$ cat src/verilog/bxoc_regs.vh
// Register offsets, field positions, reset values and codes of the bias/XO/output config bank
`ifndef BXOC_REGS_VH
`define BXOC_REGS_VH

// Byte offsets on APB
`define BXOC_OFF_BIAS_STS     12'h000
`define BXOC_OFF_XO_CFG       12'h004
`define BXOC_OFF_ODIV_CFG     12'h008
`define BXOC_OFF_DRV_EN_CFG   12'h00C
`define BXOC_OFF_DRV_TYPE     12'h010
`define BXOC_OFF_IRQ_STS      12'h014
`define BXOC_OFF_IRQ_MASK     12'h018

// Bias status fields
`define BXOC_BIAS_DONE        0
`define BXOC_BIAS_FAIL        1
`define BXOC_BIAS_SEL_LO      2
`define BXOC_BIAS_EFF_LO      5
`define BXOC_BIAS_CMP         8

// Crystal oscillator config fields and reset
`define BXOC_XO_LDO           16
`define BXOC_XO_WMASK         32'h0007_FFFF
`define BXOC_XO_RESET         32'h0001_5F1F
`define BXOC_CAP_MAX          6'h2F

// Output divider config fields and reset
`define BXOC_OD_LDO           15
`define BXOC_OD_WMASK         32'h0000_BFFF
`define BXOC_OD_RESET         32'h0000_8069

// Output driver enable config fields and reset
`define BXOC_DRV_PD           0
`define BXOC_DRV_DIS          1
`define BXOC_DRV_WMASK        32'h0000_000F
`define BXOC_DRV_RESET        32'h0000_0000

// Driver type and disabled-state codes
`define BXOC_TYPE_HCSL        2'h0
`define BXOC_TYPE_LVDS        2'h2
`define BXOC_TYPE_CMOS        2'h3
`define BXOC_DIS_LOLO         2'h0
`define BXOC_DIS_LOHI         2'h1
`define BXOC_DIS_HIZ          2'h2
`define BXOC_DIS_RUN          2'h3

// Interrupt status bits
`define BXOC_IRQ_DONE         0
`define BXOC_IRQ_FAIL         1
`define BXOC_IRQ_WIDTH        2

`endif

$ cat src/verilog/bxoc_cfg_regs.v
// APB register bank for bias calibration status, crystal oscillator, divider and driver control
//
// Design decisions made here: the APB interface to the registers and the placing of the registers.
`timescale 1ns/1ps
`include "bxoc_regs.vh"

module bxoc_cfg_regs
(
   // Clock and reset
   input  wire        pclk,
   input  wire        presetn,
   // APB slave
   input  wire        psel,
   input  wire        penable,
   input  wire        pwrite,
   input  wire [11:0] paddr,
   input  wire [31:0] pwdata,
   output wire        pready,
   output reg  [31:0] prdata,
   output wire        pslverr,
   // Bias calibration engine
   input  wire        cal_done,
   input  wire        cal_fail,
   input  wire [2:0]  cal_sel,
   input  wire [2:0]  cal_eff,
   input  wire        cal_cmp,
   // Crystal oscillator controls
   output wire        crystal_regulator_on,
   output wire [1:0]  xo_gain_boost,
   output wire [5:0]  xo_cap_out,
   output wire [5:0]  xo_cap_in,
   // Output divider controls
   output wire        divider_regulator_on,
   output wire [13:0] divide_ratio,
   // Output driver
   input  wire        ext_out_disable,
   input  wire        clk_div_in,
   output wire [1:0]  driver_type,
   output wire        driver_power_down,
   output reg         clock_pos_pin,
   output reg         clock_pos_pin_oe,
   output reg         clock_neg_pin,
   output reg         clock_neg_pin_oe,
   // Interrupt
   output wire        irq
);

   //--------------------------------------------------------------------------------
   // Registers and decode
   //--------------------------------------------------------------------------------
   reg  [31:0]                 xo_cfg_q;
   reg  [31:0]                 od_cfg_q;
   reg  [31:0]                 drv_cfg_q;
   reg  [1:0]                  drv_type_q;
   reg  [`BXOC_IRQ_WIDTH-1:0]  irq_sts_q;
   reg  [`BXOC_IRQ_WIDTH-1:0]  irq_mask_q;
   reg                         done_q;
   reg  [`BXOC_IRQ_WIDTH-1:0]  irq_sts_d;
   reg                         addr_ok;
   wire                        wr_en;
   wire                        rd_en;
   wire [15:0]                 bias_sts;
   wire                        drv_enabled;
   wire [`BXOC_IRQ_WIDTH-1:0]  irq_evt;

   // Merge write data under a mask so read-only bits never change
   function [31:0] bxoc_merge;
      input [31:0] old_val;
      input [31:0] new_val;
      input [31:0] wmask;
      begin
         bxoc_merge = (old_val & ~wmask) | (new_val & wmask);
      end
   endfunction

   // Clamp reserved capacitance codes to the top step so the array never sees them
   function [5:0] bxoc_cap;
      input [5:0] code;
      begin
         bxoc_cap = (code > `BXOC_CAP_MAX) ? `BXOC_CAP_MAX : code;
      end
   endfunction

   // Zero-wait slave: every access completes in its first access cycle
   assign pready  = 1'b1;
   assign pslverr = 1'b0;
   assign wr_en   = psel & penable & pwrite;
   assign rd_en   = psel & penable & ~pwrite;

   // Bias status word is a live view of the calibration engine
   assign bias_sts = {7'h00,
                      cal_cmp,
                      cal_eff,
                      cal_sel,
                      cal_fail,
                      cal_done};

   //--------------------------------------------------------------------------------
   // Read mux
   //--------------------------------------------------------------------------------
   // Unmapped offsets read zero; writes there are dropped
   always @*
   begin
      addr_ok = 1'b1;
      case (paddr)
         `BXOC_OFF_BIAS_STS:   prdata = {16'h0000, bias_sts};
         `BXOC_OFF_XO_CFG:     prdata = xo_cfg_q;
         `BXOC_OFF_ODIV_CFG:   prdata = od_cfg_q;
         `BXOC_OFF_DRV_EN_CFG: prdata = drv_cfg_q;
         `BXOC_OFF_DRV_TYPE:   prdata = {30'h0000_0000, drv_type_q};
         `BXOC_OFF_IRQ_STS:    prdata = {30'h0000_0000, irq_sts_q};
         `BXOC_OFF_IRQ_MASK:   prdata = {30'h0000_0000, irq_mask_q};
         default:
         begin
            prdata  = 32'h0000_0000;
            addr_ok = 1'b0;
         end
      endcase
   end

   //--------------------------------------------------------------------------------
   // Configuration registers
   //--------------------------------------------------------------------------------
   // Write masks keep read-only reserved bits at zero, read-write reserved bits stored
   always @(posedge pclk or negedge presetn)
   begin
      if (!presetn)
      begin
         xo_cfg_q   <= `BXOC_XO_RESET;
         od_cfg_q   <= `BXOC_OD_RESET;
         drv_cfg_q  <= `BXOC_DRV_RESET;
         drv_type_q <= `BXOC_TYPE_HCSL;
         irq_mask_q <= {`BXOC_IRQ_WIDTH{1'b0}};
      end
      else if (wr_en && addr_ok)
      begin
         case (paddr)
            `BXOC_OFF_XO_CFG:
               xo_cfg_q <= bxoc_merge(xo_cfg_q, pwdata, `BXOC_XO_WMASK);
            `BXOC_OFF_ODIV_CFG:
               od_cfg_q <= bxoc_merge(od_cfg_q, pwdata, `BXOC_OD_WMASK);
            `BXOC_OFF_DRV_EN_CFG:
               drv_cfg_q <= bxoc_merge(drv_cfg_q, pwdata, `BXOC_DRV_WMASK);
            `BXOC_OFF_DRV_TYPE:
               drv_type_q <= pwdata[1:0];
            `BXOC_OFF_IRQ_MASK:
               irq_mask_q <= pwdata[`BXOC_IRQ_WIDTH-1:0];
            default:
               drv_type_q <= drv_type_q;
         endcase
      end
   end

   //--------------------------------------------------------------------------------
   // Interrupts
   //--------------------------------------------------------------------------------
   // Events: calibration completes, and it completes with a failure
   assign irq_evt[`BXOC_IRQ_DONE] = cal_done & ~done_q;
   assign irq_evt[`BXOC_IRQ_FAIL] = cal_done & ~done_q & cal_fail;

   // Read clears status, but an event in the same cycle survives the clear
   always @*
   begin
      irq_sts_d = irq_sts_q;
      if (rd_en && paddr == `BXOC_OFF_IRQ_STS)
         irq_sts_d = {`BXOC_IRQ_WIDTH{1'b0}};
      irq_sts_d = irq_sts_d | irq_evt;
   end

   always @(posedge pclk or negedge presetn)
   begin
      if (!presetn)
      begin
         done_q    <= 1'b0;
         irq_sts_q <= {`BXOC_IRQ_WIDTH{1'b0}};
      end
      else
      begin
         done_q    <= cal_done;
         irq_sts_q <= irq_sts_d;
      end
   end

   assign irq = |(irq_sts_q & irq_mask_q);

   //--------------------------------------------------------------------------------
   // Analog control outputs
   //--------------------------------------------------------------------------------
   assign crystal_regulator_on = xo_cfg_q[`BXOC_XO_LDO];
   assign xo_gain_boost        = xo_cfg_q[15:14];
   assign xo_cap_out           = bxoc_cap(xo_cfg_q[13:8]);
   assign xo_cap_in            = bxoc_cap(xo_cfg_q[5:0]);
   assign divider_regulator_on = od_cfg_q[`BXOC_OD_LDO];
   assign divide_ratio         = od_cfg_q[13:0];
   assign driver_type          = drv_type_q;
   assign driver_power_down    = drv_cfg_q[`BXOC_DRV_PD];

   // Register bit or external enable pin can disable the driver
   assign drv_enabled = ~drv_cfg_q[`BXOC_DRV_DIS] & ~ext_out_disable;

   //--------------------------------------------------------------------------------
   // Output pin state
   //--------------------------------------------------------------------------------
   // Registered so the pins never glitch while the mux inputs settle
   always @(posedge pclk or negedge presetn)
   begin
      if (!presetn)
      begin
         clock_pos_pin    <= 1'b0;
         clock_neg_pin    <= 1'b0;
         clock_pos_pin_oe <= 1'b0;
         clock_neg_pin_oe <= 1'b0;
      end
      else if (drv_cfg_q[`BXOC_DRV_PD])
      begin
         // Powered down: tri-state, enable sources ignored
         clock_pos_pin    <= 1'b0;
         clock_neg_pin    <= 1'b0;
         clock_pos_pin_oe <= 1'b0;
         clock_neg_pin_oe <= 1'b0;
      end
      else if (drv_enabled || drv_cfg_q[3:2] == `BXOC_DIS_RUN)
      begin
         // Running, or disabled with debug toggling kept on
         clock_pos_pin    <= clk_div_in;
         clock_neg_pin    <= ~clk_div_in;
         clock_pos_pin_oe <= 1'b1;
         clock_neg_pin_oe <= 1'b1;
      end
      else
      begin
         case (drv_cfg_q[3:2])
            `BXOC_DIS_LOLO:
            begin
               clock_pos_pin    <= 1'b0;
               clock_neg_pin    <= (drv_type_q == `BXOC_TYPE_LVDS);
               clock_pos_pin_oe <= 1'b1;
               clock_neg_pin_oe <= 1'b1;
            end
            `BXOC_DIS_LOHI:
            begin
               clock_pos_pin    <= 1'b0;
               clock_neg_pin    <= 1'b1;
               clock_pos_pin_oe <= 1'b1;
               clock_neg_pin_oe <= 1'b1;
            end
            default:
            begin
               clock_pos_pin    <= 1'b0;
               clock_neg_pin    <= 1'b0;
               clock_pos_pin_oe <= 1'b0;
               clock_neg_pin_oe <= 1'b0;
            end
         endcase
      end
   end

endmodule

$ cat config.mk
export PLATFORM = sky130hd
export DESIGN_NAME = bxoc_cfg_regs
export DESIGN_NICKNAME = d
export VERILOG_FILES = /design/src/verilog/bxoc_cfg_regs.v
export VERILOG_INCLUDE_DIRS = /design/src /design/src/verilog
export SDC_FILE = /design/constraint.sdc
export NUM_CORES = 1
export LEC_CHECK = 0
export ABC_AREA = 1
export ABC_CLOCK_PERIOD_IN_PS = 1400
export BUFFER_PORTS_ARGS = -buffer_cell sky130_fd_sc_hd__buf_4
export CAP_MARGIN = 30
export CORE_MARGIN = 2
export CORE_UTILIZATION = 47
export DETAILED_ROUTE_END_ITERATION = 8
export PLACE_DENSITY = 0.8
export REMOVE_ABC_BUFFERS = 1
export SLEW_MARGIN = 20
export SYNTH_ARGS = -nofsm -noshare
export SYNTH_HDL_FRONTEND = slang
export SYNTH_SLANG_ARGS = --single-unit
export TNS_END_PERCENT = 5
$ cat constraint.sdc
create_clock -name pclk -period 1.4 [get_ports pclk]
set_input_delay 0.21 -clock pclk [delete_from_list [all_inputs] [get_ports pclk]]
set_output_delay 0.21 -clock pclk [all_outputs]
set_load 0.005 [all_outputs]
* Yosys cells after proc, flatten, opt, wreduce, memory -nomap -nowiden *
Cells that the tools add are included.

storage, ports and cells
  memories kept = 0
  memory bits (writable) = 0
  bits in latches = 0
  ROM bits = 0
  flip-flop bits (word level) = 106
  bits of input ports = 60
  output and inout bits = 72

cells by class
  $lt $le $gt $ge = 2
  add/sub/neg operators = 0
  bitwise gates (word level) = 16
  shift operators = 0
  reduce and logical (&&, ||, !) cells = 13
  mux-type cells = 13
  multiply operators = 0
  div/mod/pow operators = 0
  equal/unequal tests = 9

operator list
  kind                                                              count
  32-bit case mux with 7 select lines                               1
  12-bit by 5-bit == test with 1-bit output, second input constant  3
  32-bit by 16-bit bitwise OR with 32-bit output                    1
  32-bit by 19-bit bitwise OR with 32-bit output                    1
  32-bit by 4-bit bitwise OR with 32-bit output                     1
  12-bit by 4-bit == test with 1-bit output, second input constant  2
  12-bit by 3-bit == test with 1-bit output, second input constant  1
  6-bit greater-than comparator, second input constant              2
  12-bit zero test                                                  1
  6-bit 2-to-1 mux                                                  2
  2-bit AND reduction                                               5
  1-bit 2-to-1 mux                                                  8
  7-bit OR reduction                                                1
  1-bit bitwise AND                                                 6
  1-bit inverter                                                    5
  2-bit == test, second input constant                              2
  2-bit OR reduction                                                2
  2-bit bitwise AND                                                 1
  2-bit by 1-bit == test with 1-bit output, second input constant   1
  1-bit logical AND                                                 2
  2-bit zero test                                                   1
  2-bit 2-to-1 mux                                                  1
  2-bit bitwise OR                                                  1
  1-bit case mux with 2 select lines                                1
  1-bit logical OR                                                  1

* Logic depth before layout (Yosys ltp) *
Gate-level depths: netlist of the first run.

  word-level depth = 5
  depth in mapped cells = 11
  depth with buffers taken out = 10

* Worst setup path before layout of the first run *
No wires, ideal clock.

  path kind = input to output
  start point = input paddr[11]
  end point = output prdata[0]
  data required time = 1.190 ns
  arrival time = 1.155 ns
  stages on the path = 11
  slack = 0.035 ns
  path through = nor2_2 nand2_2 nor2_4 buf_6 nand2_1 inv_2 buf_6 nand2_1 o21ai_2 inv_2 nand3b_1

on the way
  cells in the longest elaborated chain, start to end = 2
  elaborated cells between the ends (all ways) = 8
  classes of those cells = eq/ne (6); mux (1); reduce/logical (1)

RTL lines
  element                                                                  line                 source
  start: declaration                                                       bxoc_cfg_regs.v:16   input wire [11:0] paddr,
  12-bit by 5-bit == test with 1-bit output, or another cell as far along  bxoc_cfg_regs.v:105  case (paddr)
  32-bit case mux with 7 select lines *                                    bxoc_cfg_regs.v:105
  end: declaration                                                         bxoc_cfg_regs.v:19   output reg [31:0] prdata,

Every way passes the cells marked *; elsewhere a longest branch is shown, timed or not.

* Worst setup path in the final report of the first run *
  start point = input paddr[11]
  end point = output prdata[8]

The elaborated chain is that of the path after synthesis.

==> results of run 1 <==
[cell usage in the layout, fill, tap and decap left out, types with 8 or more instances in the layout]
cell     instances
dfstp_2         17
nand2_1         79
inv_1           33
dfrtp_1         31
buf_4          121
nor2_2          14
buf_6           12
nand4_1         23
conb_1          15
nor2_1          16
nor2_4           8
nand3_1         18
a21oi_2         13
nand2_2         26
[Yosys cell counts (4+ instances only)]
library cell	number
a21oi_2	13
buf_4	22
buf_6	5
clkbuf_1	5
dfrtp_1	31
dfstp_2	17
inv_1	36
inv_2	5
nand2_1	93
nand2_2	15
nand3_1	19
nand4_1	23
nor2_1	19
nor2_2	16
o211ai_1	4
o21ai_0	9
o22ai_1	6
[logic make-up after synthesis]
group,after synthesis
flops,48
simple gates,197
other cells,2
buf+inv,77
compound gates,39
[through the flow]
| step | instance area (um2) | power (mW) | std cells | setup TNS (ns) | setup WS [ns] |
|---|---|---|---|---|---|
| 6_report | 4200 | 2.51 | 564 | -2.46 | -0.167 |
| 5_1_grt | 4200 | 2.63 | 564 | -5.76 | -0.259 |
| 4_1_cts | 4120 | 2.54 | 562 | -2.34 | -0.165 |
| 3_5_place_dp | 3850 | 1.66 | 547 | -11.34 | -0.244 |
| 3_3_place_gp | 3850 | 1.65 | 547 | -8.20 | -0.197 |
| 2_1_floorplan | 2710 | 1.48 | 341 | -11.41 | -0.408 |
[cell type report]
type | instances | area [um2] | area share
Tap cell | 75 | 93.8 | 0.0223
Clock inverter | 1 | 7.51 | 0.00179
Sequential cell | 48 | 1220 | 0.291
Clock buffer | 7 | 86.3 | 0.0205
Inverter | 42 | 165 | 0.0393
Timing Repair Buffer | 140 | 1190 | 0.282
Multi-Input combinational cell | 251 | 1440 | 0.343
[critical path, delay by kind of cell]
kind / cells / cell delay, ns
AO/OA/AOI/OAI: 1 / 0.19
buffers and inverters: 3 / 0.43
AND/OR/NAND/NOR: 4 / 0.53
[what timing repair did]
action                                  in CTS  in global routing
pin swaps                                   11                  7
endpoints found under the hold margin       31                  0
hold buffers                                 1                  0
cloned                                       1                  0
gates resized for setup                     30                 24
endpoints found under the setup margin      20                 48
buffers inserted                             5                  2
[power by group through the flow]
| stage | combinational (mW) | clock, mW | sequential (mW) |
|---|---|---|---|
| 6_report | 0.258 | 0.856 | 1.40 |
| 5_1_grt | 0.284 | 0.954 | 1.40 |
| 4_1_cts | 0.253 | 0.895 | 1.40 |
| 3_5_place_dp | 0.237 | 0 | 1.42 |
| 3_3_place_gp | 0.232 | 0 | 1.42 |
| 2_1_floorplan | 0.0595 | 0 | 1.42 |
[flip-flops by register name, summed over array words and instances (netlist names)]
name              flops
driver_type           2
irq_sts_q             2
clock_neg_pin_oe      1
drv_cfg_q             4
od_cfg_q             15
xo_cfg_q             19
irq_mask_q            2
done_q                1
clock_neg_pin         1
clock_pos_pin         1
[per-layer routing]
metal  global-route usage  part of all wire  vias up
met1                0.286              0.41     1356
met4               0.0626             0.018        0
met3               0.0616             0.076       15
met5                    0                 0        -
li1                     -                 -     1380
met2                0.402              0.50      117
[worst max-delay path by stage]
| stage | from | endpoint | slack [ns] |
|---|---|---|---|
| after floorplan | psel | xo_cfg_q[15] | -0.41 |
| after global placement | paddr[11] | prdata[15] | -0.20 |
| after detailed placement | paddr[7] | drv_cfg_q[2] | -0.24 |
| after CTS | paddr[6] | prdata[8] | -0.17 |
| after global routing | paddr[8] | prdata[0] | -0.26 |
| final | paddr[11] | prdata[8] | -0.17 |
==> impl_metrics.yaml, run 1 <==
worst_setup_path:
  crit_slowest_cell: "nor2_4"
  end_kind: "primary output"
  arrival_ns: 1.36
  r2r-end: "irq_sts_q[1]"
  crit_type: "input pin to primary output"
  crit_chain: "buf_4 -> nor2_4 -> nand2_4 -> nor2_4 -> nand2_4 -> buf_6 -> o211ai_1 -> buf_4"
  reg2reg_depth: 2
  cp.required_ns: 1.19
  start_kind: "input pin"
  reg2reg_slack_ns: 0.48
  critPathMaxFanout: 6
  r2r-start: "done_q"
  slowest_delay_ns: 0.22
final_layout:
  nets: 548
  num_antenna_cells: 0
  utilization: 0.706
  syn2layout_area_growth_pct: 43.7
  drive_above_1_share: 0.513
  nFillCells: 482
detailed_routing:
  wire_per_inst_um: 14.1
  vias: 2868
  drt_iter0_drc: 147
  ant_nets: 0
  wirelength_mm: 7.95
  viasPerCell: 5.09
  drtPass1Iterations: 6
  drc: 0
power_and_ir_drop:
  clockPowerShare: 0.341
  swShare: 0.235
  power.switching_uw: 590
  total_leakage_power_nw: 2.26
  power_density_nw_per_um2: 597
  seq_power_share: 0.556
  ir_worst_vdd_mv: 0.530
  pwr-share-comb: 0.103
  p_int_mw: 1.92
yosys:
  synth-compound-area-share: 0.0963
  syn_area_um2: 2920
  ys_async_sr_fraction: 1.00
  yosysWarnings: 0
  synthMuxAreaShare: 0
  ys_seq_area_frac: 0.418
  synth_simple_gate_area_frac: 0.338
  synth_top_family_by_area: "simple AND/OR/NAND/NOR gates"
  synthAdderAreaFrac: 0
  ys_top_cells_by_area: "dfrtp_1 (27%), dfstp_2 (15%), nand2_1 (12%)"
  yosysTopAreaCellShare: 0.265
  synth_cells: 363
  synth_ff_type: "dfrtp_1"
  netlist-cell-type-count: 32
  post-synth-top-area-cell: "dfrtp_1"
  synth_edf_count: 0
  synth_xor_area_frac: 0
  synth-seq-cells: 48
  avgSynthCellArea_um2: 8.06
sta:
  fin_skew_ns: 0.00489
  rsz0062_at_grt: "yes"
  finalHoldViolations: 0
  period_share: 1.12
  hold_slack_ns: 0.0257
  post-route-min-period_ns: 1.57
  fin_ws_ns: -0.167
  final_max_slew_viol_count: 0
  finalSetupViolCount: 32
  slew_headroom: 0.589
  fmax_mhz: 638
  max_slew.worst_pin.slew_ns: 0.616
grt:
  grt_pass1_wl_mm: 13.3
  antenna_found_initial: 0
  overflow: 0
  grt_pass1_vias: 2850
  grt_max_degree: 49
  groute.usage.overall: 0.232
cts:
  cts_max_level: 2
  cts_root_buf: "clkbuf_8"
  cts_tree: "built"
  clk_pin_slew_worst_paths_ns: 0.09
  cts_inserted_buffers: 5
  clock_sinks: 48
  clockBufferDepth: 2
  clkLatencyLatePin_ns: 0.30
run_status:
  outcome: "complete, but fails checks"
  violations: "setup timing"
die:
  coreArea_um2: 5960
  dieWidth_um: 82.9
  io_pins: 132
  initial_utilization: 0.491
  die_y_um: 82.9
  row_count: 28
  die_area_um2: 6870
hold_path:
  min_path_type: "input pin to register"
  holdPathStages: 1
  min_from: "cal_done"
  holdPathEnd: "done_q"
run:
  drv_cap: 0
placed_design:
  io_buffers: 103
  gp_congestion: 0.812
  hpwl_mm: 5.65
Note: power is estimated with default switching activity, not from simulation.
==> run 2, diff against run 1 <==
--- a/config.mk
+++ b/config.mk
@@ -12,6 +12,7 @@
 export CAP_MARGIN = 30
 export CORE_MARGIN = 2
 export CORE_UTILIZATION = 47
+export CTS_BUF_LIST = sky130_fd_sc_hd__clkbuf_16
 export DETAILED_ROUTE_END_ITERATION = 8
 export PLACE_DENSITY = 0.8
 export REMOVE_ABC_BUFFERS = 1
==> impl_metrics.yaml, run 2 (synthesized netlist as in run 1, its figures left out) <==
run_status:
  outcome: "complete, but fails checks"
  violations: "setup timing"
worst_setup_path:
  cpLargestDelayFamily: "simple AND/OR/NAND/NOR gates"
  crit_slowest_cell: "nor2_1"
  slowest_delay_ns: 0.25
  crit_chain: "buf_4 -> nor2_4 -> nand2_4 -> nor2_1 -> nand2_1 -> inv_1 -> nand2_1 -> o21ai_1 -> nor2_1 -> nand3b_1 -> buf_4"
  cp-startpoint: "paddr[11]"
  cp_num_buf_inv: 3
  r2r-start: "done_q"
  end_kind: "primary output"
  crit_type: "input pin to primary output"
  arrival_ns: 1.36
  cp.required_ns: 1.19
  critPathMaxFanout: 3
  reg2reg_slack_ns: 0.48
  start_kind: "input pin"
final_layout:
  nFillCells: 467
  regArea_um2: 1220
  multi_input_area_um2: 1450
  final_common_cell: "buf_4"
  largest_register_ffs: 19
  largestRegisters: "xo_cfg_q (19), od_cfg_q (15), drv_cfg_q (4)"
  final_cell_mix: "buf_4 (121), nand2_1 (79), inv_1 (34), dfrtp_1 (31), nand2_2 (26)"
  nets: 548
  layoutNonFillerInstCount: 564
  drive_above_1_share: 0.513
  top_register: "xo_cfg_q"
  num_antenna_cells: 0
  syn2layout_area_growth_pct: 45.5
sta:
  period_share: 1.12
  final_max_slew_viol_count: 0
  finalSetupViolCount: 19
  finalHoldViolations: 0
  hold_slack_ns: 0.0437
  fin_skew_ns: 0.000449
  slew_headroom: 0.591
  post-route-min-period_ns: 1.57
  rsz0062_at_grt: "yes"
  fin_ws_ns: -0.170
  fmax_mhz: 637
  max_slew.worst_pin.slew_ns: 0.614
die:
  die_y_um: 82.9
  io_pins: 132
  dieWidth_um: 82.9
  row_count: 28
  coreArea_um2: 5960
  die_area_um2: 6870
  initial_utilization: 0.491
power_and_ir_drop:
  total_leakage_power_nw: 2.29
  ir_worst_vdd_mv: 0.456
  power_density_nw_per_um2: 659
cts:
  cts_root_buf: "clkbuf_16"
  cts_inserted_buffers: 5
  clk_pin_slew_worst_paths_ns: 0.06
  clockBufferDepth: 2
  cts_tree: "built"
  cts_max_level: 2
  clkLatencyLatePin_ns: 0.28
  clock_sinks: 48
hold_path:
  min_path_type: "input pin to register"
  min_from: "cal_done"
grt:
  grt_max_degree: 49
  grt_pass1_vias: 2868
  groute.usage.overall: 0.236
  antenna_found_initial: 0
  overflow: 0
  grt_pass1_wl_mm: 13.5
run:
  drv_cap: 0
placed_design:
  dp_cells: 547
  io_buffers: 103
  gp_congestion: 0.812
  hpwl_mm: 5.65
detailed_routing:
  vias: 2865
  drc: 0
  ant_nets: 0
  drt_iter0_drc: 157
  wirelength_mm: 8.12
  wire_per_inst_um: 14.4
  drtPass1Iterations: 4
  viasPerCell: 5.08
[run 2: cell count changes in the layout (fill, tap and decap cells not counted), sizes merged]
cell	previous run	this run
clkinv	1	2
inv	41	42
clkbuf	7	5
[run 2: where the power goes]
| group | total, mW | switching, mW | internal [mW] |
|---|---|---|---|
| registers | 1.40 | 0.00179 | 1.40 |
| clock network | 1.15 | 0.497 | 0.649 |
| logic | 0.261 | 0.136 | 0.126 |
[run 2: layer usage]
layer | routed length (um) | vias to the layer above | share of wire | track usage
met1 | 3260 | 1352 | 0.40 | 0.290
met5 | 0 | - | 0 | 0
li1 | - | 1386 | - | -
met2 | 4110 | 118 | 0.51 | 0.408
met3 | 653 | 9 | 0.080 | 0.0736
met4 | 89 | 0 | 0.011 | 0.0522
[run 2: per-stage QoR]
stage	setup WS [ns]	area (um2)	setup TNS (ns)	total power, mW	utilization
global placement	-0.197	3850	-8.20	1.65	0.646
floorplan	-0.408	2710	-11.41	1.48	-
CTS	-0.165	4180	-2.36	2.82	0.701
finish	-0.170	4250	-2.18	2.80	0.714
global route	-0.257	4250	-5.14	2.93	0.714
detailed placement	-0.244	3850	-11.34	1.66	0.646
[run 2: what timing repair did]
action / in CTS / in global routing
setup buffers: 6 / 1
endpoints found under the hold margin: 31 / 0
pin swaps: 12 / 8
cloned: 1 / 0
hold buffers: 1 / 0
endpoints found under the setup margin: 19 / 46
resized for setup: 32 / 24
[run 2: cell type report]
type / instances / share of cell area
Timing Repair Buffer: 140 / 0.279
Multi-Input combinational cell: 251 / 0.340
Tap cell: 75 / 0.0221
Sequential cell: 48 / 0.287
Inverter: 42 / 0.0388
Clock inverter: 3 / 0.00353
Clock buffer: 5 / 0.0294
[run 2: worst paths after layout]
| check | cells after the start | endpoint |
|---|---|---|
| worst max-delay path | 11 | prdata[1] |
| worst min-delay path | 1 | done_q |
| worst max register to register | 2 | irq_sts_q[1] |
| worst min register to register | 2 | xo_cfg_q[16] |
| max in group asynchronous | 2 | xo_cfg_q[5] |
| min in group asynchronous | 2 | irq_sts_q[1] |
[run 2: worst reg2reg max path, stage by stage, from the launching register on]
cell     delay, ns
dfrtp_1       0.36
or2_2         0.30
o22ai_1       0.18
